--- src/fbpc_pkg.sv ---
// Constants and types for the host-side flash bus pin controller.
// Assumes a single 40 MHz clock and an asynchronous parallel flash outside.
package fbpc_pkg;
   // =========================================================
   // Widths
   localparam int ADDR_W = 22;               // Widest part, A0..A21
   localparam int DATA_W = 16;               // Word-wide data bus
   // =========================================================
   // Timing, in ns and in 25 ns cycles
   localparam int CLK_NS      = 25;          // 40 MHz period
   localparam int SETUP_NS    = 50;          // Address/data setup
   localparam int PULSE_NS    = 75;          // Strobe low time
   localparam int ACCESS_NS   = 100;         // Read access time
   localparam int HOLD_NS     = 25;          // Recovery after strobe
   localparam int RST_LOW_NS  = 150;         // Reset pin low time
   localparam logic [3:0] SETUP_CYC  = 4'((SETUP_NS + CLK_NS - 1) / CLK_NS);
   localparam logic [3:0] PULSE_CYC  = 4'((PULSE_NS + CLK_NS - 1) / CLK_NS);
   localparam logic [3:0] ACCESS_CYC = 4'((ACCESS_NS + CLK_NS - 1) / CLK_NS);
   localparam logic [3:0] HOLD_CYC   = 4'((HOLD_NS + CLK_NS - 1) / CLK_NS);
   localparam logic [3:0] RST_CYC    = 4'((RST_LOW_NS + CLK_NS - 1) / CLK_NS);
   // =========================================================
   // Request kinds
   typedef enum logic [1:0] {
      FBPC_OP_READ  = 2'b00,                 // One read cycle
      FBPC_OP_WRITE = 2'b01,                 // One write cycle (command)
      FBPC_OP_PAIR  = 2'b10,                 // Two writes: command, data
      FBPC_OP_RESET = 2'b11                  // Pulse reset pin low
   } fbpc_op_t;
   // Bus sequencer states
   typedef enum logic [2:0] {
      FBPC_IDLE  = 3'b000,                   // Bus parked
      FBPC_SETUP = 3'b001,                   // Address/data settle
      FBPC_PULSE = 3'b010,                   // Strobe low
      FBPC_HOLD  = 3'b011,                   // Recovery, strobe high
      FBPC_RST   = 3'b100                    // Reset pin held low
   } fbpc_state_t;
endpackage

--- src/fbpc_sync.sv ---
// Two-flop synchroniser for the data pins read back from the flash.
// Assumes the pins are asynchronous to clk.
`timescale 1ns/1ps
module fbpc_sync #(
   parameter int W = 16                      // Width
) (
   input  wire logic         clk,            // Clock
   input  wire logic         rst,            // Async reset, high
   input  wire logic [W-1:0] d,              // Async input
   output logic      [W-1:0] q               // Synchronised output
);
   logic [W-1:0] meta_r;                     // First stage, read by q only
   logic [W-1:0] meta_nxt;                   // Next first stage
   logic [W-1:0] q_nxt;                      // Next second stage

   // =========================================================
   // Next values
   always_comb begin
      meta_nxt = d;
      q_nxt    = meta_r;
   end

   // Registers
   always_ff @(posedge clk or posedge rst) begin
      if (rst) begin
         meta_r <= '0;
         q      <= '0;
      end else begin
         meta_r <= meta_nxt;
         q      <= q_nxt;
      end
   end
endmodule

--- src/fbpc_host.sv ---
// Host-side bus controller for an asynchronous parallel flash.
// Assumes requests from same-clock logic and flash pins outside the chip.
`timescale 1ns/1ps
module fbpc_host (
   input  wire logic                        clk,       // 40 MHz clock
   input  wire logic                        rst,       // Async reset, high
   input  wire logic                        req_valid, // Request strobe
   input  wire logic [1:0]                  req_op,    // Request kind
   input  wire logic [fbpc_pkg::ADDR_W-1:0] req_addr,  // Flash address
   input  wire logic [7:0]                  req_cmd,   // Command byte
   input  wire logic [fbpc_pkg::DATA_W-1:0] req_data,  // Program data
   input  wire logic                        wide_bus,  // 1: word-wide part
   input  wire logic                        protect_n, // Lock-down wanted
   output logic                             busy,      // Sequence active
   output logic                             rsp_valid, // Read data pulse
   output logic [fbpc_pkg::DATA_W-1:0]      rsp_data,  // Read data
   output logic [fbpc_pkg::ADDR_W-1:0]      flash_addr, // Address pins
   output logic [fbpc_pkg::DATA_W-1:0]      dq_drive,  // Data pin drive
   output logic                             dq_oe_n,   // Low: host drives
   input  wire logic [fbpc_pkg::DATA_W-1:0] dq_pin,    // Data pin level
   output logic                             chip_sel_n,      // Chip select
   output logic                             out_en_n,        // Output enable
   output logic                             write_n,         // Write strobe
   output logic                             reset_powerdown_n, // Reset pin
   output logic                             write_protect_n  // Protect pin
);
   // =========================================================
   // State
   fbpc_pkg::fbpc_state_t st_r, st_nxt;      // Sequencer state
   logic [1:0]  op_r, op_nxt;                // Latched request kind
   logic        second_r, second_nxt;        // Second write of a pair
   logic [3:0]  cnt_r, cnt_nxt;              // Phase counter
   logic [fbpc_pkg::DATA_W-1:0] dq_sync;     // Synchronised read data
   logic [fbpc_pkg::DATA_W-1:0] wdata_r, wdata_nxt; // Held program data
   logic        busy_nxt, rsp_valid_nxt;     // Output next values
   logic [fbpc_pkg::DATA_W-1:0] rsp_data_nxt;
   logic [fbpc_pkg::ADDR_W-1:0] addr_nxt;
   logic [fbpc_pkg::DATA_W-1:0] dq_nxt;
   logic        dq_oe_n_nxt, cs_n_nxt, oe_n_nxt, we_n_nxt, rp_n_nxt, wp_nxt;

   // Mask address to the part's width; top pin is NC on word-wide parts
   function automatic logic [fbpc_pkg::ADDR_W-1:0] mask_addr(
      input logic [fbpc_pkg::ADDR_W-1:0] a, input logic wide);
      mask_addr = wide ? {1'b0, a[fbpc_pkg::ADDR_W-2:0]} : a;
   endfunction

   // Byte parts have no upper data lines: drive zero, read zero
   function automatic logic [fbpc_pkg::DATA_W-1:0] fit_data(
      input logic [fbpc_pkg::DATA_W-1:0] d, input logic wide);
      fit_data = wide ? d : {8'h00, d[7:0]};
   endfunction

   fbpc_sync #(.W(fbpc_pkg::DATA_W)) u_sync (
      .clk (clk),
      .rst (rst),
      .d   (dq_pin),
      .q   (dq_sync)
   );

   // =========================================================
   // Next-state and pin logic
   always_comb begin
      st_nxt        = st_r;
      op_nxt        = op_r;
      second_nxt    = second_r;
      cnt_nxt       = cnt_r;
      wdata_nxt     = wdata_r;
      busy_nxt      = busy;
      rsp_valid_nxt = 1'b0;
      rsp_data_nxt  = rsp_data;
      addr_nxt      = flash_addr;
      dq_nxt        = dq_drive;
      dq_oe_n_nxt   = dq_oe_n;
      cs_n_nxt      = chip_sel_n;
      oe_n_nxt      = out_en_n;
      we_n_nxt      = write_n;
      rp_n_nxt      = reset_powerdown_n;
      wp_nxt        = protect_n;             // Lock-down control
      case (st_r)
         fbpc_pkg::FBPC_IDLE: begin
            cs_n_nxt    = 1'b1;              // Standby when idle
            oe_n_nxt    = 1'b1;
            we_n_nxt    = 1'b1;
            dq_oe_n_nxt = 1'b1;
            busy_nxt    = 1'b0;
            second_nxt  = 1'b0;
            if (req_valid) begin
               busy_nxt  = 1'b1;
               op_nxt    = req_op;
               cnt_nxt   = fbpc_pkg::SETUP_CYC;
               addr_nxt  = mask_addr(req_addr, wide_bus);
               wdata_nxt = fit_data(req_data, wide_bus);
               if (req_op == fbpc_pkg::FBPC_OP_RESET) begin
                  rp_n_nxt = 1'b0;
                  cnt_nxt  = fbpc_pkg::RST_CYC;
                  st_nxt   = fbpc_pkg::FBPC_RST;
               end else begin
                  cs_n_nxt = 1'b0;
                  if (req_op == fbpc_pkg::FBPC_OP_READ) begin
                     oe_n_nxt = 1'b0;
                  end else begin
                     dq_oe_n_nxt = 1'b0;
                     dq_nxt      = {8'h00, req_cmd}; // Command on low byte
                  end
                  st_nxt = fbpc_pkg::FBPC_SETUP;
               end
            end
         end
         fbpc_pkg::FBPC_SETUP: begin
            cnt_nxt = cnt_r - 4'h1;
            if (cnt_r == 4'h1) begin
               if (op_r == fbpc_pkg::FBPC_OP_READ) begin
                  cnt_nxt = fbpc_pkg::ACCESS_CYC;
               end else begin
                  cnt_nxt  = fbpc_pkg::PULSE_CYC;
                  we_n_nxt = 1'b0;           // Write strobe only off reads
               end
               st_nxt = fbpc_pkg::FBPC_PULSE;
            end
         end
         fbpc_pkg::FBPC_PULSE: begin
            cnt_nxt = cnt_r - 4'h1;
            if (cnt_r == 4'h1) begin
               if (op_r == fbpc_pkg::FBPC_OP_READ) begin
                  // Full word on word parts, low byte on byte parts; status on low byte only
                  rsp_data_nxt  = fit_data(dq_sync, wide_bus);
                  rsp_valid_nxt = 1'b1;
                  oe_n_nxt      = 1'b1;
               end else begin
                  we_n_nxt = 1'b1;           // Rising edge latches
               end
               cnt_nxt = fbpc_pkg::HOLD_CYC;
               st_nxt  = fbpc_pkg::FBPC_HOLD;
            end
         end
         fbpc_pkg::FBPC_HOLD: begin
            cnt_nxt = cnt_r - 4'h1;
            if (cnt_r == 4'h1) begin
               if (op_r == fbpc_pkg::FBPC_OP_PAIR && !second_r) begin
                  // Address kept steady; device takes it at the data strobe
                  second_nxt = 1'b1;
                  dq_nxt     = wdata_r;      // Program data, second cycle
                  cnt_nxt    = fbpc_pkg::SETUP_CYC;
                  st_nxt     = fbpc_pkg::FBPC_SETUP;
               end else begin
                  cs_n_nxt    = 1'b1;
                  dq_oe_n_nxt = 1'b1;        // Release bus, device may drive
                  busy_nxt    = 1'b0;
                  st_nxt      = fbpc_pkg::FBPC_IDLE;
               end
            end
         end
         fbpc_pkg::FBPC_RST: begin
            cnt_nxt = cnt_r - 4'h1;
            if (cnt_r == 4'h1) begin
               rp_n_nxt = 1'b1;              // Release: locked, read array
               busy_nxt = 1'b0;
               st_nxt   = fbpc_pkg::FBPC_IDLE;
            end
         end
         default: begin
            st_nxt = fbpc_pkg::FBPC_IDLE;
         end
      endcase
   end

   // =========================================================
   // Registers
   always_ff @(posedge clk or posedge rst) begin
      if (rst) begin
         st_r              <= fbpc_pkg::FBPC_IDLE;
         op_r              <= 2'h0;
         second_r          <= 1'b0;
         cnt_r             <= 4'h0;
         wdata_r           <= '0;
         busy              <= 1'b0;
         rsp_valid         <= 1'b0;
         rsp_data          <= '0;
         flash_addr        <= '0;
         dq_drive          <= '0;
         dq_oe_n           <= 1'b1;
         chip_sel_n        <= 1'b1;
         out_en_n          <= 1'b1;
         write_n           <= 1'b1;
         reset_powerdown_n <= 1'b1;
         write_protect_n   <= 1'b0;         // Lock-down on by default
      end else begin
         st_r              <= st_nxt;
         op_r              <= op_nxt;
         second_r          <= second_nxt;
         cnt_r             <= cnt_nxt;
         wdata_r           <= wdata_nxt;
         busy              <= busy_nxt;
         rsp_valid         <= rsp_valid_nxt;
         rsp_data          <= rsp_data_nxt;
         flash_addr        <= addr_nxt;
         dq_drive          <= dq_nxt;
         dq_oe_n           <= dq_oe_n_nxt;
         chip_sel_n        <= cs_n_nxt;
         out_en_n          <= oe_n_nxt;
         write_n           <= we_n_nxt;
         reset_powerdown_n <= rp_n_nxt;
         write_protect_n   <= wp_nxt;
      end
   end
endmodule

--- config.mk ---
export PLATFORM = sky130hd
export DESIGN_NAME = fbpc_host
export DESIGN_NICKNAME = d
export VERILOG_FILES = /design/src/fbpc_pkg.sv /design/src/fbpc_sync.sv /design/src/fbpc_host.sv
export SDC_FILE = /design/constraint.sdc
export NUM_CORES = 1
export LEC_CHECK = 0
export BUFFER_PORTS_ARGS = -buffer_cell sky130_fd_sc_hd__buf_4
export CORE_ASPECT_RATIO = 1.75
export CORE_MARGIN = 5
export CORE_UTILIZATION = 45
export CTS_CLUSTER_SIZE = 40
export DETAILED_ROUTE_END_ITERATION = 12
export PLACE_DENSITY_LB_ADDON = 0.08
export SYNTH_ARGS = -nofsm -noshare
export SYNTH_HDL_FRONTEND = slang
export SYNTH_HIERARCHICAL = 1
export SYNTH_SLANG_ARGS = --single-unit
--- constraint.sdc ---
create_clock -name clk -period 4.8 [get_ports clk]
set_input_delay 0.48 -clock clk [delete_from_list [all_inputs] [get_ports clk]]
set_output_delay 0.48 -clock clk [all_outputs]
set_load 0.005 [all_outputs]
==> results_dict.tcl <==
set metrics [dict create \
    status "finished, final reports clean" \
    synth_top_area_share_pct 62.4 \
    worstPathCellList "ha_1 > nor3b_4 > nand2_1 > or3_1 > mux2_4" \
    ys_seq_elements 120 \
    startpoint_type "register" \
    routedWlPerCell_um 16.1 \
    postSynth.asyncResetShare_pct 100 \
    grt_pass1_wl_um 17000 \
    swShare_pct 28.9 \
    cts_tree "built" \
    syn-cell-area_um2 4610 \
    reg2reg_depth 5 \
    seq_power_share_pct 40.0 \
    grt-ovfl-total 0 \
    drt_wl_total_um 10300 \
    busiest_layer "met2" \
    io-pin-count 131 \
    cts_buffer_depth 2 \
    synthAdderAreaFrac_pct 1.08 \
    internal_power_mw 2.70 \
    cp-end-kind "register" \
    dpl.hpwl_um 7340 \
    cts_max_level 4 \
    path_class "reg -> reg" \
    switchingPower_mw 1.10 \
    syn_nets 443 \
    muxShareOfSynthArea_pct 11.0 \
    path_depth 5 \
    synth_top_family_by_area "multiplexers" \
    stdcell_area_um2 6240 \
    slew_violations 0 \
    clk_latency_ns 0.40 \
    power_density_nw_per_um2 610 \
    critPathLaunch "cnt_r[0]" \
    post-route-min-period_ns 2.68 \
    synth_edf_count 0 \
    cts_buffers 17 \
    synth_cells 370 \
    syn-mean-instance-area_um2 12.5 \
    layout.nets 571 \
    critPathTopFamily "simple AND/OR/NAND/NOR gates" \
    n_antenna_cell 0 \
    clkTransAtPathRegs_ns 0.06 \
    tns_ns 0 \
    firstDrtPassIters 4 \
    combPwrFrac_pct 26.0 \
    ys_warn_count 6 \
    holdWs_ns 0.179 \
    hold_viol 0 \
    grt_max_degree 54 \
    drive_gt1_share_pct 41.0 \
    max_slew.worst_pin.slew_ns 1.11 \
    critPathArrivalTime_ns 2.97 \
    use_met2_pct 30.4 \
    track_usage_pct 17.7 \
    die_h_um 144 \
    met3_usage_pct 4.93 \
    place_congestion 0.839 \
    r2r_start "cnt_r[0]" \
    peakVddDrop_uv 330 \
    coreArea_um2 10200 \
    crit_slowest_cell "or3_1" \
    fmax_mhz 373 \
    drc 0 \
    postCtsSetupRepairBufs 0 \
    clkPwrFrac_pct 34.0 \
    power_leakage_nw 3.04 \
    ctsResizeCount 0 \
    drtIter0Drc 103 \
    area_growth_pct 35.3 \
    synth_compound_area_share_pct 9.74 \
    synthFlopType "dfrtp_1" \
    cts-root-buf "clkbuf_16" \
    cp-endpoint "rsp_data[0]" \
    start_util_pct 45.3 \
    cp_max_fo 25 \
    placed_area_um2 5630 \
    synth-seq-area-share_pct 65.2 \
    rsz0062_at_grt "false" \
    yosysTopAreaCell "dfrtp_1" \
    yosys.area_share.simple_pct 9.36 \
    fin_worst_skew_ns 0.00904 \
    hold_class "in -> reg" \
    critical_path.max_stage_delay_ns 0.76 \
    setup-violations-final 0 \
    ys_top_cells_by_area "dfrtp_1, mux2_2, nand2_1" \
    via_count 3211 \
    maxCapViolCount 0 \
    grt_pass1_vias 3435 \
    cts_hold_buffers 0 \
    fin_crit_sh_pct 55.8 \
    port_buffers 130 \
    path_buf_inv 0 \
    ys_types 40 \
    antenna_left 0 \
    r2r_slack_ns 2.12 \
    reg2reg_to "rsp_data[0]" \
    max_slew_margin_pct 25.9 \
    die-area_um2 12500 \
    vias_per_cell 5.04 \
    met1_usage_pct 20.8 \
    rows 49 \
    synth_xor_xnor_area_share_pct 0.190 \
    die_w_um 86.5 \
    cts_sinks 120 \
    cp.required_ns 5.09 \
    antenna_found_initial 0 \
]
==> worst min path at each step <==
| stage | start | endpoint | slack (ns) | cells past startpoint |
|---|---|---|---|---|
| 6_report | protect_n | write_protect_n | 0.18 | 1 |
| 5_1_grt | protect_n | write_protect_n | 0.16 | 1 |
| 4_1_cts | protect_n | write_protect_n | 0.16 | 1 |
| 3_5_place_dp | u_sync/meta_r[4] | u_sync/q[4] | 0.33 | 0 |
| 3_3_place_gp | u_sync/meta_r[1] | u_sync/q[1] | 0.33 | 0 |
| 2_1_floorplan | u_sync/meta_r[0] | u_sync/q[0] | 0.33 | 0 |
==> worst register-to-register path: stages (launching register included) <==
cell and delay (ns):
dfrtp_1 0.46, ha_1 0.21, nor3b_4 0.54, nand2_1 0.16
or3_1 0.76, mux2_4 0.44
==> Yosys cell counts, types with 2 or more instances <==
cell type and n:
nand2b_1 5, nor2_1 16, buf_2 5, ha_1 4, buf_6 5, o31ai_1 3, mux2_4 3, or3_1 3
mux2i_1 8, a32oi_1 2, mux2_2 34, nand2_1 54, nor3b_1 2, inv_1 8, a21oi_1 11, o21ai_0 35
nor3_1 6, nand3_1 3, a211oi_1 3, a22o_1 9, o211ai_1 2, clkbuf_1 11, dfrtp_1 115, o21ai_1 2
dfstp_2 5, a221oi_1 2
==> kinds of logic after synthesis <==
kind of cell / Yosys count
compound gates: 74
mux: 45
fa+ha+maj: 4
buf+inv: 30
xor+xnor: 1
flops: 120
simple gates: 96
==> state kept, by name, indices dropped and copies added, names as in the netlist, 2 cells and up <==
name / cells
dq_drive: 16
st_r: 3
cnt_r: 4
rsp_data: 16
u_sync/meta_r: 16
wdata_r: 16
u_sync/q: 16
flash_addr: 22
op_r: 2
==> metal layers <==
| layer | wire length (µm) | part of all wire (%) | up-vias |
|---|---|---|---|
| met3 | 461 | 4.5 | 13 |
| met5 | 0 | 0 | - |
| met1 | 3910 | 38 | 1578 |
| met4 | 206 | 2.0 | 0 |
| met2 | 5700 | 55 | 91 |
| li1 | - | - | 1529 |
==> stage by stage <==
| step | setup WS [ns] | total power [mW] | utilization, % | cells |
|---|---|---|---|---|
| after global placement | 2.24 | 2.51 | 55.3 | 606 |
| final | 2.12 | 3.80 | 61.3 | 637 |
| after floorplan | 2.05 | 2.07 | - | 370 |
| after global routing | 1.89 | 4.04 | 61.3 | 637 |
| after detailed placement | 2.13 | 2.54 | 55.3 | 606 |
| after CTS | 2.13 | 3.86 | 61.3 | 637 |
==> cell usage in the layout (no fill, tap or decap), drive strengths merged <==
cell / n
nor4: 1
or3: 3
nand4: 1
mux2: 37
a31oi: 1
clkinvlp: 3
a21oi: 11
xor2: 1
o211ai: 2
o21ai: 37
nor3b: 3
a22oi: 1
ha: 4
a22o: 9
nand3: 3
a221oi: 2
o21a: 1
nand2: 55
bufinv: 3
o31ai: 3
a21o: 1
clkbuf: 18
nor2: 17
dfstp: 5
buf: 131
nand2b: 5
nor3: 6
or2: 1
o22ai: 1
a211oi: 3
clkinv: 5
inv: 10
mux2i: 8
dfrtp: 115
or3b: 1
a32oi: 2
==> layout make-up <==
type,instances,area [µm²]
fillers,846,3940
flip-flops and latches,120,3010
multi-input cells,220,1450
repair buffers,131,983
clock buffers,18,439
clock inverters,13,170
well taps,127,159
inverters,8,31.3
==> power by group through the flow <==
stage | Combinational [mW] | Clock [mW] | Sequential [mW]
after global routing | 1.10 | 1.38 | 1.57
after floorplan | 0.584 | 0 | 1.49
after global placement | 0.983 | 0 | 1.52
final | 0.987 | 1.29 | 1.52
after CTS | 1.01 | 1.33 | 1.52
after detailed placement | 1.01 | 0 | 1.53
Power figures use the tool's default switching activity.
